==> src/led_port_regs.svh <==
/*
  Constants of the two-wire slave port: slave identity, byte framing,
  reset values and the timing counts of the port.
  Assumes it is included by bare name after the package, on a 25 MHz clock.
*/
`ifndef LED_PORT_REGS_SVH
`define LED_PORT_REGS_SVH

// ----------------------------------------------------------------------
// Slave identity and framing
// ----------------------------------------------------------------------
`define SLAVE_ID_UPPER      5'h0c
`define BITS_PER_BYTE       4'h8
`define POINTER_RESET       8'h00
`define SYNC_WIDTH          6

// ----------------------------------------------------------------------
// Timing
// ----------------------------------------------------------------------
`define CLOCK_HZ            25000000
`define EXT_CLK_MIN_HZ      4000
`define EXT_CLK_TIMEOUT_CYC (`CLOCK_HZ / `EXT_CLK_MIN_HZ)

`endif

==> src/led_port_pkg.sv <==
/*
  Types shared by the slave port modules: state encoding and the packed
  state records of the port and of the condition detector.
  Assumes nothing of its surroundings.
*/
package led_port_pkg;

  // ----------------------------------------------------------------------
  // Transfer state, one-hot
  // ----------------------------------------------------------------------
  typedef enum logic [9:0] {
    ST_IDLE     = 10'h001,
    ST_ADDR     = 10'h002,
    ST_ADDR_ACK = 10'h004,
    ST_PTR      = 10'h008,
    ST_PTR_ACK  = 10'h010,
    ST_WDATA    = 10'h020,
    ST_WACK     = 10'h040,
    ST_RDATA    = 10'h080,
    ST_RACK     = 10'h100,
    ST_IGNORE   = 10'h200
  } port_state_e;

  // ----------------------------------------------------------------------
  // State records
  // ----------------------------------------------------------------------
  typedef struct packed {
    port_state_e state;
    logic [3:0]  bitCnt;
    logic [7:0]  shift;
    logic [7:0]  txShift;
    logic [7:0]  ptr;
    logic        rw;
    logic        masterAck;
    logic        sdaDrive;
    logic        busy;
    logic        wrStrobe;
    logic        rdStrobe;
    logic [7:0]  wrData;
    logic        startupHold;
    logic        extPrev;
    logic [12:0] extTimer;
    logic        extPresent;
    logic        oscOff;
  } port_state_s;

  typedef struct packed {
    logic sclPrev;
    logic sdaPrev;
  } cond_state_s;

endpackage

==> src/bus_events_if.sv <==
/*
  Carrier of the decoded line events from the condition detector to the
  transfer logic of the slave port.
  Assumes one clock domain: every signal is valid on the port clock.
*/
`timescale 1ns/10ps
interface bus_events_if;
  logic sclHigh;
  logic sdaLevel;
  logic sclRise;
  logic sclFall;
  logic startSeen;
  logic stopSeen;

  modport detector (
    output sclHigh,
    output sdaLevel,
    output sclRise,
    output sclFall,
    output startSeen,
    output stopSeen
  );

  modport port (
    input sclHigh,
    input sdaLevel,
    input sclRise,
    input sclFall,
    input startSeen,
    input stopSeen
  );
endinterface

==> src/pin_sync.sv <==
/*
  Two-stage synchroniser for a group of pins from outside the clock domain.
  Assumes inputs may change at any time relative to clock.
*/
`timescale 1ns/10ps
module pin_sync #(
  parameter int WIDTH = 1
) (
  input  wire logic             clock,
  input  wire logic             rst_n,
  input  wire logic [WIDTH-1:0] pinsAsync,
  output logic      [WIDTH-1:0] pinsSync
);

  typedef struct packed {
    logic [WIDTH-1:0] stage1;
    logic [WIDTH-1:0] stage2;
  } sync_state_s;

  sync_state_s q;
  sync_state_s d;

  // The first stage feeds only the second, to let metastability settle.
  always_comb begin
    d        = q;
    d.stage1 = pinsAsync;
    d.stage2 = q.stage1;
  end

  // Synchronous reset clears both stages to zero.
  always_ff @(posedge clock) begin
    if (!rst_n) begin
      q <= '0;
    end else begin
      q <= d;
    end
  end

  assign pinsSync = q.stage2;

endmodule

==> src/bus_condition_detect.sv <==
/*
  Finds clock edges and start and stop conditions on the synchronised
  two-wire lines and hands them on as one-cycle events.
  Assumes both lines already passed a two-stage synchroniser.
*/
`timescale 1ns/10ps
module bus_condition_detect (
  input  wire logic    clock,
  input  wire logic    rst_n,
  input  wire logic    sclSync,
  input  wire logic    sdaSync,
  bus_events_if.detector ev
);

  led_port_pkg::cond_state_s q;
  led_port_pkg::cond_state_s d;

  // ----------------------------------------------------------------------
  // Previous samples
  // ----------------------------------------------------------------------
  always_comb begin
    d         = q;
    d.sclPrev = sclSync;
    d.sdaPrev = sdaSync;
  end

  // Reset to high, the idle level, so no false start or stop follows reset.
  always_ff @(posedge clock) begin
    if (!rst_n) begin
      q <= '1;
    end else begin
      q <= d;
    end
  end

  // ----------------------------------------------------------------------
  // Events
  // ----------------------------------------------------------------------
  // Data moving while the clock stays high is a control code, never data.
  assign ev.sclHigh   = sclSync;
  assign ev.sdaLevel  = sdaSync;
  assign ev.sclRise   = sclSync & ~q.sclPrev;                            // RULE23
  assign ev.sclFall   = ~sclSync & q.sclPrev;                            // RULE23
  assign ev.startSeen = sclSync & q.sclPrev & q.sdaPrev & ~sdaSync;      // RULE4
  assign ev.stopSeen  = sclSync & q.sclPrev & ~q.sdaPrev & sdaSync;      // RULE4

endmodule

==> src/led_serial_port.sv <==
/*
  Two-wire serial slave port of a four-channel LED driver. It decodes the
  bus, matches the pin-selected slave identity, keeps an auto-incrementing
  register pointer and issues register write and read strobes.
  Assumes the register file answers regRdData combinationally for regAddr,
  and that the pad combines sdaOut and sdaOe as an open-drain driver.
  Bus clock phases must last four clocks or more: the lines reach the
  decoder two clocks after the pins.
  // Overview of operation
  // RULE1 - Sample data on clock high, change on low.
  // RULE2 - Data change on clock high aborts transfer.
  // RULE3 - Bytes are eight bits, MSB first, then acknowledge.
  // RULE4 - Start: data falls; stop: data rises; clock high.
  // RULE5 - Only master makes start and stop.
  // RULE6 - Repeated start begins a new address phase.
  // RULE7 - Master clocks a ninth pulse per byte.
  // RULE8 - Transmitter releases data in acknowledge slot.
  // RULE9 - Receiver holds data low through acknowledge high.
  // RULE10 - Master leaves last read byte unacknowledged.
  // RULE11 - Address is fixed upper bits plus select pins.
  // RULE12 - Bit after address: one read, zero write.
  // RULE13 - Acknowledge only own address, else stay released.
  // RULE14 - Write: pointer, then data bytes, each acknowledged.
  // RULE15 - Pointer increments after each written data byte.
  // RULE16 - Read: pointer write, repeated start, read address.
  // RULE17 - Track busy bus; ignore traffic for others.
  // RULE18 - Thermal fault holds startup until it clears.
  // RULE19 - Power save plus slow clock stops oscillator.
  // RULE20 - Acknowledged read byte advances pointer, sends next.
  // RULE21 - Read ends on not-acknowledge then stop.
  // RULE22 - Program memory bytes are read one at a time.
  // RULE23 - Synchronise lines, find edges before decoding.
*/
`timescale 1ns/10ps
`include "led_port_regs.svh"
module led_serial_port #(
  parameter int unsigned EXT_CLK_TIMEOUT = `EXT_CLK_TIMEOUT_CYC
) (
  input  wire logic       clock,
  input  wire logic       rst_n,
  input  wire logic       sclIn,
  input  wire logic       sdaIn,
  output logic            sdaOut,
  output logic            sdaOe,
  input  wire logic       slave_id_select_low,
  input  wire logic       slave_id_select_high,
  input  wire logic       external_slow_clock_in,
  input  wire logic       thermalShutdown,
  input  wire logic       powerSaveActive,
  output logic [7:0]      regAddr,
  output logic [7:0]      regWrData,
  output logic            regWrStrobe,
  input  wire logic [7:0] regRdData,
  output logic            regRdStrobe,
  output logic            busBusy,
  output logic            startupHold,
  output logic            extClockPresent,
  output logic            oscillatorOff
);

  // ----------------------------------------------------------------------
  // Input synchronisers
  // ----------------------------------------------------------------------
  logic [`SYNC_WIDTH-1:0] pinsSync;
  logic                   sclSync;
  logic                   sdaSync;
  logic                   selLowSync;
  logic                   selHighSync;
  logic                   extClkSync;
  logic                   faultSync;
  logic [6:0]             ownId;

  // Every outside level but powerSaveActive passes two flops before any decoding looks at it.
  pin_sync #(
    .WIDTH (`SYNC_WIDTH)
  ) u_pin_sync (
    .clock     (clock),
    .rst_n     (rst_n),
    .pinsAsync ({thermalShutdown, external_slow_clock_in, slave_id_select_high,
                 slave_id_select_low, sdaIn, sclIn}),
    .pinsSync  (pinsSync)
  );                                                                     // RULE23

  // Unpack the synchronised group.
  assign sclSync     = pinsSync[0];
  assign sdaSync     = pinsSync[1];
  assign selLowSync  = pinsSync[2];
  assign selHighSync = pinsSync[3];
  assign extClkSync  = pinsSync[4];
  assign faultSync   = pinsSync[5];

  // The select pins form the two lowest identity bits.
  // They are live pins, so keep them still during a transfer.
  assign ownId = {`SLAVE_ID_UPPER, selHighSync, selLowSync};             // RULE11

  // ----------------------------------------------------------------------
  // Bus condition detection
  // ----------------------------------------------------------------------
  bus_events_if ev ();

  bus_condition_detect u_cond (
    .clock   (clock),
    .rst_n   (rst_n),
    .sclSync (sclSync),
    .sdaSync (sdaSync),
    .ev      (ev.detector)
  );

  // ----------------------------------------------------------------------
  // Port state
  // ----------------------------------------------------------------------
  led_port_pkg::port_state_s q;
  led_port_pkg::port_state_s d;

  // One process computes every next value of the port.
  always_comb begin
    d          = q;
    d.wrStrobe = 1'b0;
    d.rdStrobe = 1'b0;

    // Slow clock watchdog: any edge within the timeout means present.
    // A stuck line in either level times out and reads as absent.
    d.extPrev = extClkSync;
    if (extClkSync != q.extPrev) begin
      d.extTimer   = '0;
      d.extPresent = 1'b1;
    end else if (q.extTimer != 13'(EXT_CLK_TIMEOUT - 1)) begin
      d.extTimer = q.extTimer + 13'h0001;
    end else begin
      d.extPresent = 1'b0;
    end
    d.oscOff = powerSaveActive & q.extPresent;                           // RULE19

    d.startupHold = faultSync;                                           // RULE18

    // Fault and bus conditions outrank any byte in flight.
    if (faultSync) begin
      // A hot die drops out of any transfer and stays in startup.
      d.state    = led_port_pkg::ST_IDLE;                                // RULE18
      d.sdaDrive = 1'b0;
      d.busy     = 1'b0;
      d.bitCnt   = '0;
    end else if (ev.startSeen) begin
      // A start mid-byte aborts it; a repeated start needs no stop first.
      d.state    = led_port_pkg::ST_ADDR;                                // RULE6
      d.sdaDrive = 1'b0;                                                 // RULE2
      d.busy     = 1'b1;                                                 // RULE17
      d.bitCnt   = '0;
    end else if (ev.stopSeen) begin
      d.state    = led_port_pkg::ST_IDLE;                                // RULE2
      d.sdaDrive = 1'b0;
      d.busy     = 1'b0;                                                 // RULE17
      d.bitCnt   = '0;
    end else begin
      case (q.state)
        led_port_pkg::ST_ADDR,
        led_port_pkg::ST_PTR,
        led_port_pkg::ST_WDATA: begin
          // Receive: shift in on the rising clock, most significant first.
          if (ev.sclRise && q.bitCnt != `BITS_PER_BYTE) begin
            d.shift  = {q.shift[6:0], ev.sdaLevel};                      // RULE1
            d.bitCnt = q.bitCnt + 4'h1;                                  // RULE3
          end else if (ev.sclFall && q.bitCnt == `BITS_PER_BYTE) begin
            d.bitCnt = '0;
            if (q.state == led_port_pkg::ST_ADDR) begin
              if (q.shift[7:1] == ownId) begin
                d.rw       = q.shift[0];                                 // RULE12
                d.sdaDrive = 1'b1;                                       // RULE13
                d.state    = led_port_pkg::ST_ADDR_ACK;
              end else begin
                d.state = led_port_pkg::ST_IGNORE;                       // RULE17
              end
            end else if (q.state == led_port_pkg::ST_PTR) begin
              d.ptr      = q.shift;                                      // RULE14
              d.sdaDrive = 1'b1;                                         // RULE9
              d.state    = led_port_pkg::ST_PTR_ACK;
            end else begin
              d.wrData   = q.shift;
              d.wrStrobe = 1'b1;                                         // RULE14
              d.sdaDrive = 1'b1;                                         // RULE9
              d.state    = led_port_pkg::ST_WACK;
            end
          end
        end

        led_port_pkg::ST_ADDR_ACK: begin
          // The ninth falling edge ends our acknowledge.
          if (ev.sclFall) begin                                          // RULE7
            if (q.rw) begin
              d.txShift  = {regRdData[6:0], 1'b0};                       // RULE16
              d.sdaDrive = ~regRdData[7];
              d.rdStrobe = 1'b1;
              d.state    = led_port_pkg::ST_RDATA;
            end else begin
              d.sdaDrive = 1'b0;
              d.state    = led_port_pkg::ST_PTR;
            end
          end
        end

        // Pointer acknowledge ends at the ninth fall.
        led_port_pkg::ST_PTR_ACK: begin
          if (ev.sclFall) begin
            d.sdaDrive = 1'b0;
            d.state    = led_port_pkg::ST_WDATA;
          end
        end

        led_port_pkg::ST_WACK: begin
          // Advance only once the acknowledge is over, ready for the next byte.
          if (ev.sclFall) begin
            d.sdaDrive = 1'b0;
            d.ptr      = q.ptr + 8'h01;                                  // RULE15
            d.state    = led_port_pkg::ST_WDATA;
          end
        end

        led_port_pkg::ST_RDATA: begin
          // Transmit: change data only after the clock falls.
          if (ev.sclRise && q.bitCnt != `BITS_PER_BYTE) begin
            d.bitCnt = q.bitCnt + 4'h1;                                  // RULE3
          end else if (ev.sclFall) begin
            if (q.bitCnt == `BITS_PER_BYTE) begin
              d.sdaDrive = 1'b0;                                         // RULE8
              d.bitCnt   = '0;
              d.state    = led_port_pkg::ST_RACK;
            end else begin
              d.sdaDrive = ~q.txShift[7];                                // RULE1
              d.txShift  = {q.txShift[6:0], 1'b0};
            end
          end
        end

        led_port_pkg::ST_RACK: begin
          // A low line at the ninth rise asks for the next register.
          // Program memory gives no sequential data, so masters read it
          // one byte per transfer; the port itself does not police that.
          if (ev.sclRise) begin
            d.masterAck = ~ev.sdaLevel;
            if (ev.sdaLevel) begin
              d.state = led_port_pkg::ST_IGNORE;                         // RULE21
            end else begin
              d.ptr = q.ptr + 8'h01;                                     // RULE20
            end
          end else if (ev.sclFall && q.masterAck) begin
            d.masterAck = 1'b0;
            d.txShift   = {regRdData[6:0], 1'b0};                        // RULE20
            d.sdaDrive  = ~regRdData[7];
            d.rdStrobe  = 1'b1;
            d.state     = led_port_pkg::ST_RDATA;
          end
        end

        led_port_pkg::ST_IGNORE: begin
          // Released until the next start or stop.
          d.sdaDrive = 1'b0;                                             // RULE13
        end

        // Nothing concerns the port until a start.
        led_port_pkg::ST_IDLE: begin
          d.sdaDrive = 1'b0;
        end

        // A stray code falls back to idle.
        default: begin
          d.state    = led_port_pkg::ST_IDLE;
          d.sdaDrive = 1'b0;
        end
      endcase
    end
  end

  // Synchronous reset leaves the port idle with the line released.
  // The pointer restarts so a first read is defined.
  always_ff @(posedge clock) begin
    if (!rst_n) begin
      q       <= '0;
      q.state <= led_port_pkg::ST_IDLE;
      q.ptr   <= `POINTER_RESET;
    end else begin
      q <= d;
    end
  end

  // ----------------------------------------------------------------------
  // Outputs
  // ----------------------------------------------------------------------
  // Strobes and data leave straight from flops.
  // Open drain: the port only ever pulls low, never drives start or stop.
  assign sdaOut          = 1'b0;                                         // RULE5
  assign sdaOe           = q.sdaDrive;
  assign regAddr         = q.ptr;
  assign regWrData       = q.wrData;
  assign regWrStrobe     = q.wrStrobe;
  assign regRdStrobe     = q.rdStrobe;
  assign busBusy         = q.busy;
  assign startupHold     = q.startupHold;
  assign extClockPresent = q.extPresent;
  assign oscillatorOff   = q.oscOff;

endmodule

==> config.mk <==
export PLATFORM = sky130hd
export DESIGN_NAME = led_serial_port
export DESIGN_NICKNAME = d
export VERILOG_FILES = /design/src/led_port_pkg.sv /design/src/bus_events_if.sv /design/src/pin_sync.sv /design/src/bus_condition_detect.sv /design/src/led_serial_port.sv
export VERILOG_INCLUDE_DIRS = /design/src
export SDC_FILE = /design/constraint.sdc
export NUM_CORES = 1
export LEC_CHECK = 0
export ABC_CLOCK_PERIOD_IN_PS = 2600
export CORE_ASPECT_RATIO = 0.9
export CORE_MARGIN = 3
export CORE_UTILIZATION = 41
export DETAILED_ROUTE_END_ITERATION = 7
export DONT_BUFFER_PORTS = 1
export PLACE_DENSITY_LB_ADDON = 0.25
export SETUP_SLACK_MARGIN = 0.3
export SLEW_MARGIN = 40
export SYNTH_ARGS = -nofsm -noshare
export SYNTH_HDL_FRONTEND = slang
export SYNTH_SLANG_ARGS = --single-unit
==> constraint.sdc <==
create_clock -name clock -period 2.6 [get_ports clock]
set_clock_uncertainty 0.1 [all_clocks]
set_input_delay 0 -clock clock [delete_from_list [all_inputs] [get_ports clock]]
set_output_delay 0 -clock clock [all_outputs]
set_load 0.02 [all_outputs]
==> run metrics <==
status completed; first-pass GRT wire length 17210 um; Seq pwr share 50.7%; CP Capture Type flip-flop; fmax 414.1 MHz; HP Class in -> reg; row count 33; CP Cell Sequence or4_4 > nor4_4 > a21oi_2 > or4_4 > or3_1 > a31oi_1; sequential share of the synthesized area 40.54%; placer congestion estimate 0.8932; Clock power frac 38.2%; NetSw 0.6768 mW; Hold Violations, Final 0; port buffer count 0; WS Path Type reg -> reg; max incr delay on CP 0.56 ns; Die Ht 100.3 um; part of the power in combinational logic 11.1%; GR Overflow Total 0; met3 WL 828 um; Placed Cells 589; Layout Cells excl Fill 660; DR DRC count 0; crit share post-route 92.89%; CTS Buf Count 9; Arr. time, crit path 2.61 ns; worst-path fanout max 5; asr flop ratio synth 0%; total track usage 18.87%; Post-Syn Instances 474; Synth Flop Type dfxtp_1; largest net degree at the start of global routing 32; Critical Path Stages 6; # IOs 41; Root Driver clkbuf_8; maxcap violations 0; DRT Wirelength 10710 um; Top Layer Used met4; RSZ-0062 raised after global routing true; Final setup viols 0; Lkg Pwr 2.130 nW; Max Root-Sink Buffers 2; most used cell, CP or4_4; synthesized flop and latch total 82; layout cells sized above 1 22.86%; Power, Total 2.558 mW; clock-pin slew on the worst setup and hold paths 0.09 ns; Max Slew Vio Count 0; Starting DRT DRC Count 224; nature of the critical path startpoint flip-flop; Final WS setup 0.1849 ns; Syn. warnings 0; r2r worst-path depth 6; P_int 1.882 mW; VDD IR-drop max 0.3117 mV; Wirelength per Cell 16.23 um; Critical path buffers and inverters 0; Least-Margin Pin Slew 0.6144 ns; pre-CTS worst setup slack 0.04442 ns; Mapped Area 4049 um^2; Antenna Cells 0; met1 WL 4885 um; delay-heaviest family, CP simple AND/OR/NAND/NOR gates; DRT antenna net count 0; number of global-route vias before repair 3414; initial antenna violation count 0; core area 9373 um^2; post-DP HPWL 6903 um; H-tree levels 3; worst slew margin relative to its limit 58.79%; Net Count, Synth 496; Switching Share 26.46%; Initial Util 43.20%; clk sink count 82; PwrDens 493.3 nW/um^2; Crit-path slowest cell or4_4; worst hold path depth 2; vias per inst 5.618; Die ar. 11110 um^2; CTS tree yes; drt pass-1 iters 5; Die Width 110.8 um; area grow syn2layout 28.09%; worst skew pair latency 0.36 ns; Period minus WS final 2.415 ns; Avg Inst Size Synth 8.542 um^2; Critical Path RT 2.79 ns; nets 555; Post-synth EDFFs 0; setup tns final 0 ns; via count 3708; DR WL met2 4836 um; Distinct cells, synth 61
-- synth_stat cells (8+ instances only) --
cell type | count | area, um^2
o21ai_0 | 11 | 55.05
nand2_1 | 30 | 112.6
nand3_1 | 30 | 150.1
xnor2_1 | 11 | 96.34
clkbuf_1 | 22 | 82.58
nor2_1 | 58 | 217.7
nand2b_1 | 11 | 68.82
and2_1 | 14 | 87.58
buf_4 | 17 | 127.6
a211oi_1 | 10 | 75.07
nor3_1 | 11 | 55.05
dfxtp_1 | 82 | 1642
a21oi_1 | 29 | 145.1
and3_1 | 8 | 50.05
or3_1 | 9 | 56.30
mux2i_1 | 24 | 240.2
-- metal layers --
metal	track usage, %	vias to the layer above
met5	0	-
met1	25.39	1759
met4	5.492	0
met2	29.10	140
li1	-	1799
met3	6.148	10
-- repair_timing --
item,CTS,global route
hold endpoints to repair,44,0
endpoints found under the setup margin,25,37
pin swaps,6,16
gates cloned,1,1
resized for setup,20,37
buffers inserted,10,11
hold buffers,32,0
-- cells in the final DEF (no fill, tap or decap), drive strengths merged, types with 4 or more instances in the layout --
master and n:
dfxtp 82, dlygate4sd3 32, inv 10, mux2i 24, nor3 11, nor2 58, and2 14, nand4 5
o21ai 11, or4 6, nor3b 5, nand2 30, nand3b 4, nand3 30, nand2b 11, xnor2 11
xor2 7, ha 5, a211oi 10, clkbuf 9, buf 57, or3 9, nor4 8, nor2b 5
a31oi 4, and3 8, a21oi 29
-- flip-flops by register name (all words and copies together), names as in the netlist --
name                 flops
u_cond.q                 2
regWrData                8
regAddr                  8
u_pin_sync.d             6
startupHold              1
regRdStrobe              1
sdaOe                    1
oscillatorOff            1
extClockPresent          1
busBusy                  1
u_pin_sync.pinsSync      6
regWrStrobe              1
q                       45
-- cells by family (layout without fill, tap and decap cells) --
group	count (synthesis)	in the layout	synth area share [%]
fa+ha+maj	5	5	1.545
other cells	1	1	0.09262
buf+inv	49	112	6.366
xor+xnor	18	18	3.894
mux	25	25	6.211
compound gates	82	82	13.54
simple gates	212	213	27.81
flops	82	82	40.54
-- worst paths after layout --
path	startpoint	end	slack (ns)
worst min register to register	q[40]	q[40]	0.38
worst max register to register	q[60]	regAddr[0]	0.18
worst min-delay path	rst_n	u_cond.q[1]	0.15
worst max-delay path	q[60]	regAddr[0]	0.18
-- power groups by stage --
stage	clock, mW	combinational (mW)	sequential, mW
4_1_cts	0.993	0.249	1.30
5_1_grt	1.06	0.305	1.30
3_3_place_gp	0	0.191	1.33
3_5_place_dp	0	0.194	1.33
2_1_floorplan	0	0.130	1.32
6_report	0.977	0.284	1.30
-- metrics by stage --
stage | hold WS [ns] | utilization [%] | instance area, um^2
4_1_cts | 0.1316 | 52.72 | 4941
3_3_place_gp | -0.02172 | 45.55 | 4269
6_report | 0.1478 | 55.33 | 5186
2_1_floorplan | 0.02729 | - | 4088
3_5_place_dp | -0.01967 | 45.60 | 4274
5_1_grt | 0.1581 | 55.33 | 5186
-- area by class of cell --
type	instances	area, um^2
multi-input cells	344	2367
clock buffers	9	123.9
clock inverters	7	81.33
inverters	7	26.28
flip-flops and latches	82	1655
repair buffers	89	779.5
fillers	831	4187
well taps	122	152.6
-- worst register-to-register path: cells and delay by family, from the launching register on --
family             cells  cell delay, ns
and+or+nand+nor        4            1.70
DFF                    1            0.33
AOI/OAI and AO/OA      2            0.24
(Power assumes the default switching activity.)
